**src/tcss_pkg.sv**
```systemverilog
`default_nettype none
package tcss_pkg;

  // ---------------------------------------------------------------
  // parameter addresses and reset values
  // ---------------------------------------------------------------
  localparam logic [15:0] TCSS_SMOOTH_ADDR = 16'h010E;
  localparam logic [15:0] TCSS_FULL_SCALE_ADDR = 16'h0152;
  localparam logic [15:0] TCSS_SMOOTH_RST = 16'h0000;
  localparam logic [15:0] TCSS_FULL_SCALE_RST = 16'h0064;
  localparam logic [15:0] TCSS_SMOOTH_MAX = 16'h03E8;
  localparam logic [15:0] TCSS_FULL_SCALE_MAX = 16'h03E8;
  localparam logic [15:0] TCSS_READ_ZERO = 16'h0000;

  // ---------------------------------------------------------------
  // timing
  // ---------------------------------------------------------------
  localparam int TCSS_CLK_HZ = 25_000_000;
  localparam int TCSS_MS_PER_S = 1000;
  localparam int TCSS_CYC_PER_MS = TCSS_CLK_HZ / TCSS_MS_PER_S;
  localparam int TCSS_FILT_FRAC = 10;
  localparam logic [31:0] TCSS_FILT_STEP = 32'h0000_0400;

  // ---------------------------------------------------------------
  // scaling: command in tenths of a percent of rated torque
  // ---------------------------------------------------------------
  localparam int TCSS_VOLT_DIV = 10;
  localparam int TCSS_MV_PER_V = 1000;
  localparam int TCSS_TENTHS = 10;
  localparam int TCSS_SCALE_DIV = TCSS_MV_PER_V * TCSS_VOLT_DIV / TCSS_TENTHS;
  localparam logic signed [15:0] TCSS_ANALOG_MAX_MV = 16'sh2710;
  localparam logic signed [15:0] TCSS_PRESET_MAX_PCT = 16'sh012C;
  localparam logic signed [15:0] TCSS_CMD_MAX = 16'sh7FFF;
  localparam logic signed [15:0] TCSS_ZERO_CMD = 16'sh0000;

  // ---------------------------------------------------------------
  // types
  // ---------------------------------------------------------------
  typedef enum logic [1:0] {
    TCSS_MODE_TORQUE = 2'b00,
    TCSS_MODE_TORQUE_ZERO = 2'b01,
    TCSS_MODE_POSITION = 2'b10,
    TCSS_MODE_SPEED = 2'b11
  } tcss_mode_type;

  typedef enum logic [1:0] {
    TCSS_SRC_ANALOG = 2'b00,
    TCSS_SRC_PRESET_ONE = 2'b01,
    TCSS_SRC_PRESET_TWO = 2'b10,
    TCSS_SRC_PRESET_THREE = 2'b11
  } tcss_select_type;

  typedef struct packed {
    logic [15:0] addr;
    logic [15:0] wdata;
    logic wr;
    logic rd;
  } tcss_param_req_type;

endpackage
`default_nettype wire

```
**src/tcss_lowpass.sv**
```systemverilog
`timescale 1ns/10ps
`default_nettype none
module tcss_lowpass
  import tcss_pkg::*;
(
  input wire logic ref_clk,
  input wire logic rst,
  input wire logic [15:0] tau_ms,
  input wire logic signed [15:0] cmd_in,
  output logic signed [15:0] cmd_out_q
);

  // ---------------------------------------------------------------
  // step pacing: 1024 steps of 1/1024 per time constant
  // ---------------------------------------------------------------
  logic [31:0] period;
  logic [31:0] phase_q;
  logic [31:0] phase_sum;
  logic step;
  logic signed [25:0] acc_q;
  logic signed [26:0] diff;

  assign period = 32'(tau_ms) * 32'(TCSS_CYC_PER_MS);
  assign phase_sum = phase_q + TCSS_FILT_STEP;
  assign step = (phase_sum >= period);
  assign diff = 27'($signed({cmd_in, 10'b0})) - 27'(acc_q);

  always_ff @(posedge ref_clk or posedge rst) begin
    if (rst) begin
      phase_q <= 32'h0000_0000;
    end else if (tau_ms == 16'h0000) begin
      phase_q <= 32'h0000_0000;
    end else if (step) begin
      // a shortened constant may leave the phase beyond one period
      if (phase_sum - period >= period) begin
        phase_q <= 32'h0000_0000;
      end else begin
        phase_q <= phase_sum - period;
      end
    end else begin
      phase_q <= phase_sum;
    end
  end

  // ---------------------------------------------------------------
  // first order accumulator
  // ---------------------------------------------------------------
  always_ff @(posedge ref_clk or posedge rst) begin
    if (rst) begin
      acc_q <= 26'sh000_0000;
    end else if (tau_ms == 16'h0000) begin
      acc_q <= {cmd_in, 10'b0};
    end else if (step) begin
      acc_q <= acc_q + 26'(diff >>> TCSS_FILT_FRAC);
    end
  end

  always_ff @(posedge ref_clk or posedge rst) begin
    if (rst) begin
      cmd_out_q <= TCSS_ZERO_CMD;
    end else begin
      cmd_out_q <= acc_q[25:10];
    end
  end

  property p_bypass;
    @(posedge ref_clk) disable iff (rst)
    (tau_ms == 16'h0000) |-> ##2 (cmd_out_q == $past(cmd_in, 2));
  endproperty
  a_bypass: assert property (p_bypass)
    else $error("zero time constant does not pass command through");

  property p_no_reverse;
    @(posedge ref_clk) disable iff (rst)
    (tau_ms != 16'h0000 && $signed(acc_q[25:10]) < cmd_in && $stable(cmd_in))
      |=> (acc_q >= $past(acc_q));
  endproperty
  a_no_reverse: assert property (p_no_reverse)
    else $error("smoothed command moves away from its target");

endmodule
`default_nettype wire

```
**src/tcss_torque_path.sv**
```systemverilog
`timescale 1ns/10ps
`default_nettype none
module tcss_torque_path
  import tcss_pkg::*;
(
  input wire logic ref_clk,
  input wire logic rst,
  input wire tcss_param_req_type param_req,
  output logic [15:0] param_rdata_q,
  output logic param_ack_q,
  output logic param_err_q,
  input wire tcss_mode_type control_mode_param,
  input wire logic servo_on,
  input wire logic torque_select_bit0,
  input wire logic torque_select_bit1,
  input wire logic signed [15:0] analog_ref_mv,
  input wire logic signed [15:0] torque_preset_one,
  input wire logic signed [15:0] torque_preset_two,
  input wire logic signed [15:0] torque_preset_three,
  output logic signed [15:0] torque_command_q,
  output logic signed [15:0] torque_limit_q,
  output logic limit_active_q,
  output logic [1:0] select_code_q
);

  // ---------------------------------------------------------------
  // helpers
  // ---------------------------------------------------------------
  function automatic logic signed [15:0] preset_scale(
    input logic signed [15:0] pct
  );
    logic signed [15:0] lim;
    lim = pct;
    if (lim > TCSS_PRESET_MAX_PCT) begin
      lim = TCSS_PRESET_MAX_PCT;
    end else if (lim < -TCSS_PRESET_MAX_PCT) begin
      lim = -TCSS_PRESET_MAX_PCT;
    end
    preset_scale = 16'(lim * 16'sd10);
  endfunction

  function automatic logic signed [15:0] analog_scale(
    input logic signed [15:0] mv,
    input logic [15:0] full_scale
  );
    logic signed [15:0] v;
    logic signed [33:0] prod;
    v = mv;
    if (v > TCSS_ANALOG_MAX_MV) begin
      v = TCSS_ANALOG_MAX_MV;
    end else if (v < -TCSS_ANALOG_MAX_MV) begin
      v = -TCSS_ANALOG_MAX_MV;
    end
    prod = 34'(v) * 34'($signed({1'b0, full_scale}));
    analog_scale = 16'(prod / 34'(TCSS_SCALE_DIV));
  endfunction

  function automatic logic signed [15:0] preset_pick(
    input logic [1:0] code,
    input logic signed [15:0] p1,
    input logic signed [15:0] p2,
    input logic signed [15:0] p3
  );
    case (code)
      TCSS_SRC_PRESET_ONE: preset_pick = preset_scale(p1);
      TCSS_SRC_PRESET_TWO: preset_pick = preset_scale(p2);
      default: preset_pick = preset_scale(p3);
    endcase
  endfunction

  // ---------------------------------------------------------------
  // parameter port
  // ---------------------------------------------------------------
  logic [15:0] smoothing_q;
  logic [15:0] full_scale_q;
  logic hit_smooth;
  logic hit_full;

  assign hit_smooth = (param_req.addr == TCSS_SMOOTH_ADDR);
  assign hit_full = (param_req.addr == TCSS_FULL_SCALE_ADDR);

  always_ff @(posedge ref_clk or posedge rst) begin
    if (rst) begin
      smoothing_q <= TCSS_SMOOTH_RST;
    end else if (param_req.wr && hit_smooth &&
                 param_req.wdata <= TCSS_SMOOTH_MAX) begin
      smoothing_q <= param_req.wdata;
    end
  end

  always_ff @(posedge ref_clk or posedge rst) begin
    if (rst) begin
      full_scale_q <= TCSS_FULL_SCALE_RST;
    end else if (param_req.wr && hit_full &&
                 param_req.wdata <= TCSS_FULL_SCALE_MAX) begin
      full_scale_q <= param_req.wdata;
    end
  end

  always_ff @(posedge ref_clk or posedge rst) begin
    if (rst) begin
      param_ack_q <= 1'b0;
      param_err_q <= 1'b0;
      param_rdata_q <= TCSS_READ_ZERO;
    end else begin
      param_ack_q <= param_req.wr || param_req.rd;
      param_err_q <= 1'b0;
      param_rdata_q <= TCSS_READ_ZERO;
      if (param_req.wr) begin
        if (hit_smooth) begin
          param_err_q <= (param_req.wdata > TCSS_SMOOTH_MAX);
        end else if (hit_full) begin
          param_err_q <= (param_req.wdata > TCSS_FULL_SCALE_MAX);
        end else begin
          param_err_q <= 1'b1;
        end
      end else if (param_req.rd) begin
        if (hit_smooth) begin
          param_rdata_q <= smoothing_q;
        end else if (hit_full) begin
          param_rdata_q <= full_scale_q;
        end else begin
          param_err_q <= 1'b1;
        end
      end
    end
  end

  // ---------------------------------------------------------------
  // command source selection
  // ---------------------------------------------------------------
  logic [1:0] sel;
  logic [1:0] sel_q;
  logic sel_change;
  logic servo_on_q;
  logic servo_rise;
  logic signed [15:0] preset_hold_q;
  logic signed [15:0] raw_cmd_d;
  logic signed [15:0] raw_cmd_q;

  assign sel = {torque_select_bit1, torque_select_bit0};
  assign sel_change = (sel != sel_q);
  assign servo_rise = servo_on && !servo_on_q;

  always_ff @(posedge ref_clk or posedge rst) begin
    if (rst) begin
      sel_q <= 2'b00;
      servo_on_q <= 1'b0;
    end else begin
      sel_q <= sel;
      servo_on_q <= servo_on;
    end
  end

  // a preset is captured when the code changes or servo comes on
  always_ff @(posedge ref_clk or posedge rst) begin
    if (rst) begin
      preset_hold_q <= TCSS_ZERO_CMD;
    end else if (sel_change || servo_rise) begin
      preset_hold_q <= preset_pick(sel, torque_preset_one,
                                   torque_preset_two, torque_preset_three);
    end
  end

  always_comb begin
    raw_cmd_d = TCSS_ZERO_CMD;
    if (!servo_on_q) begin
      raw_cmd_d = TCSS_ZERO_CMD;
    end else if (sel_q != TCSS_SRC_ANALOG) begin
      raw_cmd_d = preset_hold_q;
    end else if (control_mode_param == TCSS_MODE_TORQUE_ZERO) begin
      raw_cmd_d = TCSS_ZERO_CMD;
    end else begin
      raw_cmd_d = analog_scale(analog_ref_mv, full_scale_q);
    end
  end

  always_ff @(posedge ref_clk or posedge rst) begin
    if (rst) begin
      raw_cmd_q <= TCSS_ZERO_CMD;
    end else begin
      raw_cmd_q <= raw_cmd_d;
    end
  end

  // ---------------------------------------------------------------
  // smoothing and routing
  // ---------------------------------------------------------------
  logic signed [15:0] filt;
  logic limit_mode;

  tcss_lowpass u_lowpass (
    .ref_clk(ref_clk),
    .rst(rst),
    .tau_ms(smoothing_q),
    .cmd_in(raw_cmd_q),
    .cmd_out_q(filt)
  );

  assign limit_mode = (control_mode_param == TCSS_MODE_POSITION) ||
                      (control_mode_param == TCSS_MODE_SPEED);

  // current loop takes this with fixed internal gains only
  always_ff @(posedge ref_clk or posedge rst) begin
    if (rst) begin
      torque_command_q <= TCSS_ZERO_CMD;
      torque_limit_q <= TCSS_CMD_MAX;
      limit_active_q <= 1'b0;
    end else if (limit_mode) begin
      torque_command_q <= TCSS_ZERO_CMD;
      torque_limit_q <= filt;
      limit_active_q <= 1'b1;
    end else begin
      torque_command_q <= filt;
      torque_limit_q <= TCSS_CMD_MAX;
      limit_active_q <= 1'b0;
    end
  end

  always_ff @(posedge ref_clk or posedge rst) begin
    if (rst) begin
      select_code_q <= 2'b00;
    end else begin
      select_code_q <= sel_q;
    end
  end

  // ---------------------------------------------------------------
  // checks
  // ---------------------------------------------------------------
  property p_zero_mode;
    @(posedge ref_clk) disable iff (rst)
    (servo_on_q && sel_q == 2'b00 &&
     control_mode_param == TCSS_MODE_TORQUE_ZERO) |=> (raw_cmd_q == 16'sh0);
  endproperty
  a_zero_mode: assert property (p_zero_mode)
    else $error("zero-command mode gives nonzero command");

  property p_analog;
    @(posedge ref_clk) disable iff (rst)
    (servo_on_q && sel_q == 2'b00 &&
     control_mode_param == TCSS_MODE_TORQUE)
      |=> (raw_cmd_q == analog_scale($past(analog_ref_mv),
                                     $past(full_scale_q)));
  endproperty
  a_analog: assert property (p_analog)
    else $error("analog command not scaled from reference");

  property p_preset_one;
    @(posedge ref_clk) disable iff (rst)
    (servo_on_q && servo_on && sel != sel_q && sel == 2'b01)
      |-> ##2 (raw_cmd_q == preset_scale($past(torque_preset_one, 2)));
  endproperty
  a_preset_one: assert property (p_preset_one)
    else $error("first preset not taken after select change");

  property p_servo_off;
    @(posedge ref_clk) disable iff (rst)
    (!servo_on_q) |=> (raw_cmd_q == 16'sh0);
  endproperty
  a_servo_off: assert property (p_servo_off)
    else $error("command present without servo-on");

  property p_range;
    @(posedge ref_clk) disable iff (rst)
    (param_req.wr && hit_smooth && param_req.wdata > TCSS_SMOOTH_MAX)
      |=> (param_err_q && $stable(smoothing_q));
  endproperty
  a_range: assert property (p_range)
    else $error("out of range smoothing value accepted");

  property p_limit_route;
    @(posedge ref_clk) disable iff (rst)
    (limit_mode) |=> (limit_active_q && torque_command_q == 16'sh0 &&
                      torque_limit_q == $past(filt));
  endproperty
  a_limit_route: assert property (p_limit_route)
    else $error("limit not routed in position or speed mode");

  property p_torque_route;
    @(posedge ref_clk) disable iff (rst)
    (!limit_mode) |=> (!limit_active_q && torque_limit_q == TCSS_CMD_MAX &&
                       torque_command_q == $past(filt));
  endproperty
  a_torque_route: assert property (p_torque_route)
    else $error("command not routed in torque mode");

  property p_unmapped;
    @(posedge ref_clk) disable iff (rst)
    ((param_req.wr || param_req.rd) && !hit_smooth && !hit_full)
      |=> (param_ack_q && param_err_q);
  endproperty
  a_unmapped: assert property (p_unmapped)
    else $error("access to an unmapped address not refused");

endmodule
`default_nettype wire

```
**config.mk**
```make
export PLATFORM = sky130hd
export DESIGN_NAME = tcss_torque_path
export DESIGN_NICKNAME = d
export VERILOG_FILES = /design/src/tcss_pkg.sv /design/src/tcss_lowpass.sv /design/src/tcss_torque_path.sv
export SDC_FILE = /design/constraint.sdc
export NUM_CORES = 2
export LEC_CHECK = 0
export BUFFER_PORTS_ARGS = -buffer_cell sky130_fd_sc_hd__buf_2
export CAP_MARGIN = 40
export CORE_ASPECT_RATIO = 1.2
export CORE_UTILIZATION = 55
export DETAILED_ROUTE_END_ITERATION = 10
export GPL_TIMING_DRIVEN = 0
export PLACE_DENSITY = 0.74
export RECOVER_POWER = 25
export SLEW_MARGIN = 25
export SYNTH_ARGS = -nofsm -noshare
export SYNTH_HDL_FRONTEND = slang
export SYNTH_SLANG_ARGS = --single-unit
```
**constraint.sdc**
```tcl
create_clock -name ref_clk -period 29 [get_ports ref_clk]
set_input_delay 4.35 -clock ref_clk [delete_from_list [all_inputs] [get_ports ref_clk]]
set_output_delay 4.35 -clock ref_clk [all_outputs]
set_load 0.02 [all_outputs]
```
==> results.rst <==
.. list-table::
   :header-rows: 1

   * - Metric
     - Value
   * - Syn Std Cell Area
     - about 35,000 µm²
   * - DR WL/cell
     - roughly 18 µm
   * - Highest-count cells in the layout ignoring fill and taps
     - sky130_fd_sc_hd__inv_1 (484), sky130_fd_sc_hd__ha_1 (403), sky130_fd_sc_hd__nand2_1 (362)
   * - Average vias per placed instance
     - 6.06
   * - Global route total overflow
     - 0
   * - Setup crit end kind
     - register
   * - Starting utilization of the core area
     - a little under three fifths
   * - Crit Path Category
     - input pin to register
   * - Fillcell total
     - 5,554
   * - Number of standard-cell rows in the floorplan
     - 100
   * - Via count of the first global-routing pass
     - 31,000
   * - Routed Antenna Nets
     - 0
   * - Largest register by flop count
     - u_lowpass.phase_q
   * - Cell repeated most along the worst path
     - sky130_fd_sc_hd__buf_4
   * - Global-route wire length before repair
     - between 150,000 and 200,000 µm
   * - Buffers from clock root to sink, at most
     - 2
   * - Seq cells post-synth
     - between 150 and 200
   * - Hold_buf cts
     - 0
   * - Antenna violations before repair
     - 0
   * - Max stage delay cell, worst path
     - sky130_fd_sc_hd__or4_1
   * - Fmax
     - between 30 and 40 MHz
   * - Post-Synthesis Net Count
     - between 4,000 and 5,000
   * - Global placer's final weighted congestion
     - slightly below 1
   * - Slew margin rel.
     - -178%
   * - Diodes inserted
     - 0
   * - Flip-flop count of the largest register after layout
     - 29
   * - Clk Latency, worst-skew pair
     - 460 ps
   * - Clock tree sinks
     - between 150 and 200
   * - Post-Route WL
     - between 90,000 and 100,000 µm
   * - Max-cap check violation count
     - 1
   * - Pin count of the biggest net entering global routing
     - 98
   * - DIE AREA
     - 63,800 µm²
   * - Sequential cell area
     - about 4800 µm²
   * - Number of buffers inserted by port buffering
     - ~160
   * - Yosys warnings
     - 0
   * - Clock transition time at the flip-flop clock pins of the worst setup and hold paths
     - about 80 ps
   * - Initial DRC Count
     - between 2,000 and 2,500
   * - Required @ worst endpoint
     - around 29,000 ps
   * - Die width
     - between 200 and 250 µm
   * - Routed via count
     - 31,400
   * - Netlist cell types
     - ~160
   * - Cell count after synthesis
     - between 4,000 and 5,000
   * - Worst stage delay on the critical path
     - roughly 640 ps
   * - Worst Max-Slew Pin Slew
     - approximately 4100 ps
   * - Leading cell type in the layout, fill and taps excluded
     - sky130_fd_sc_hd__inv_1
   * - Final setup vio count
     - 0
   * - Fraction of layout cells with a size suffix above 1
     - ~14%
   * - Placement-stage cell area
     - 36,400 µm²
   * - Count of final hold-check violations
     - 0
   * - Area occupied by multi-input gates
     - roughly 28,000 µm²
   * - Number of nets in the final layout
     - ~5,100
   * - Kind of launch point of the worst setup path
     - input pin
   * - Setup skew after layout
     - 17.1 ps
   * - Clock tree root buffer cell
     - sky130_fd_sc_hd__clkbuf_16
   * - Length of the first detailed-routing pass in iterations
     - 6
   * - Max Fanout on Critical Path
     - 10
   * - Number of flops mapped to enable cells by yosys
     - 0
   * - I/O pin total
     - 158
   * - Area growth, synth to finish
     - 10.3%
   * - Final worst path period need
     - 28,050 ps
   * - DP Wirelength
     - approximately 75,000 µm
   * - Setup TNS
     - 0 ps
   * - Total routing resource utilization after global routing
     - between 20% and 30%
   * - Vert. Die Dim
     - approximately 280 µm
   * - Largest registers
     - u_lowpass.phase_q (29), u_lowpass.acc_q (26)
   * - Outcome
     - complete, but fails checks
   * - Slew Limit Fails
     - 97
   * - Number of levels the H-tree was split into
     - 4
   * - Ys async rst share
     - between 90% and 100%
   * - DRC errors left
     - 0
   * - Data arrival time of the critical path
     - 28,370 ps
   * - Post-synthesis area per instance
     - between 8 and 9 µm²
   * - Share of the yosys chip area belonging to registers
     - between 10% and 20%
   * - Period Utilization, post-route
     - a little over nine tenths
   * - Violated checks
     - capacitance limit, slew limit
   * - Number of clock buffers inserted by TritonCTS
     - 17
   * - Design Area, Final
     - around 38,000 µm²
   * - Commonest register cell after synthesis
     - sky130_fd_sc_hd__dfrtp_1
   * - TritonCTS clock tree
     - yes
   * - CORE AREA
     - slightly above 60,000 µm²
   * - Tightest Hold Check Type
     - register to register
## worst paths after layout
check / start / endpoint / slack, ps / cells past startpoint
worst max-delay path: analog_ref_mv[4] / raw_cmd_q[8] / 950 / 89
worst min-delay path: u_lowpass.acc_q[25] / u_lowpass.cmd_out_q[15] / 390 / 0
worst max register to register: full_scale_q[5] / raw_cmd_q[8] / 5350 / 84
worst min register to register: u_lowpass.acc_q[25] / u_lowpass.cmd_out_q[15] / 390 / 0
max in group asynchronous: rst / u_lowpass.acc_q[20] / 22030 / 2
min in group asynchronous: rst / u_lowpass.acc_q[15] / 5150 / 2
## cell families after synthesis
group | synth area share [%]
AOI/OAI and AO/OA | 21.4
xor gates and xnor gates | 6.15
adders and majority gates | 28.9
buffers and inverters | 7.35
DFF | 13.8
muxes | 2.55
other | 0.0109
and+or+nand+nor | 19.8
## stage by stage
step                      util (%)  setup slack (ps)  instances  hold slack (ps)
after floorplan                  -              2370       4135              354
after global placement        58.6             -1730       5108              359
after detailed placement      58.7             -1790       5112              365
after CTS                     60.0              1.60       5145              391
after global routing          61.4             -97.8       5177              399
final                         61.4               955       5177              390
## repair_timing
| action | in CTS | in global routing |
|---|---|---|
| buffers inserted | 4 | 27 |
| gates resized for setup | 48 | 136 |
| pin swaps | 3 | 24 |
| endpoints found under the setup margin | 16 | 16 |
## cell type report
| class | count | area share [%] |
|---|---|---|
| clock buffers | 17 | 1.12 |
| well taps | 816 | 2.68 |
| inverters | 487 | 4.80 |
| repair buffers | 198 | 2.87 |
| clock inverters | 15 | 0.561 |
| multi-input cells | 3316 | 73.5 |
| flip-flops and latches | 190 | 12.5 |
| plain buffers | 138 | 1.94 |
## synth_stat cells (39+ instances only)
master                     count  share of area (%)
sky130_fd_sc_hd__a21o_1       61                1.3
sky130_fd_sc_hd__a21oi_1     266                3.9
sky130_fd_sc_hd__a22oi_1      39               0.85
sky130_fd_sc_hd__and2_1      133                2.4
sky130_fd_sc_hd__and3_1       54               0.98
sky130_fd_sc_hd__clkbuf_1     96                1.0
sky130_fd_sc_hd__dfrtp_1     172                 12
sky130_fd_sc_hd__fa_1        243                 14
sky130_fd_sc_hd__ha_1        403                 15
sky130_fd_sc_hd__inv_1       486                5.3
sky130_fd_sc_hd__mux2_2       39                1.3
sky130_fd_sc_hd__nand2_1     364                4.0
sky130_fd_sc_hd__nand2b_1     81                1.5
sky130_fd_sc_hd__nand3_1      85                1.2
sky130_fd_sc_hd__nand4_1      54               0.98
sky130_fd_sc_hd__nor2_1      225                2.4
sky130_fd_sc_hd__nor2b_1      57                1.0
sky130_fd_sc_hd__nor3_1       66               0.96
sky130_fd_sc_hd__o21ai_0     140                2.0
sky130_fd_sc_hd__o21bai_1     47                1.0
sky130_fd_sc_hd__xnor2_1     161                4.1
sky130_fd_sc_hd__xor2_1       74                1.9
## critical path: cells and delay by family
kind / cells / cell delay [ps]
compound gates: 38 / 10050
simple gates: 20 / 5580
fa+ha+maj: 8 / 3690
buf+inv: 16 / 2420
mux: 6 / 1980
xor+xnor: 1 / 190
## metal layers
layer / vias to the layer above / track usage (%) / wire, µm
li1: 15000 / - / -
met5: - / 0 / 0
met2: 847 / 52.2 / 47100
met1: 15300 / 35.9 / 38500
met4: 0 / 11.4 / 3550
met3: 224 / 2.18 / 3910
Power is not shown: default switching activity piles up to over one toggle a cycle in this logic, so the estimate is an artifact.
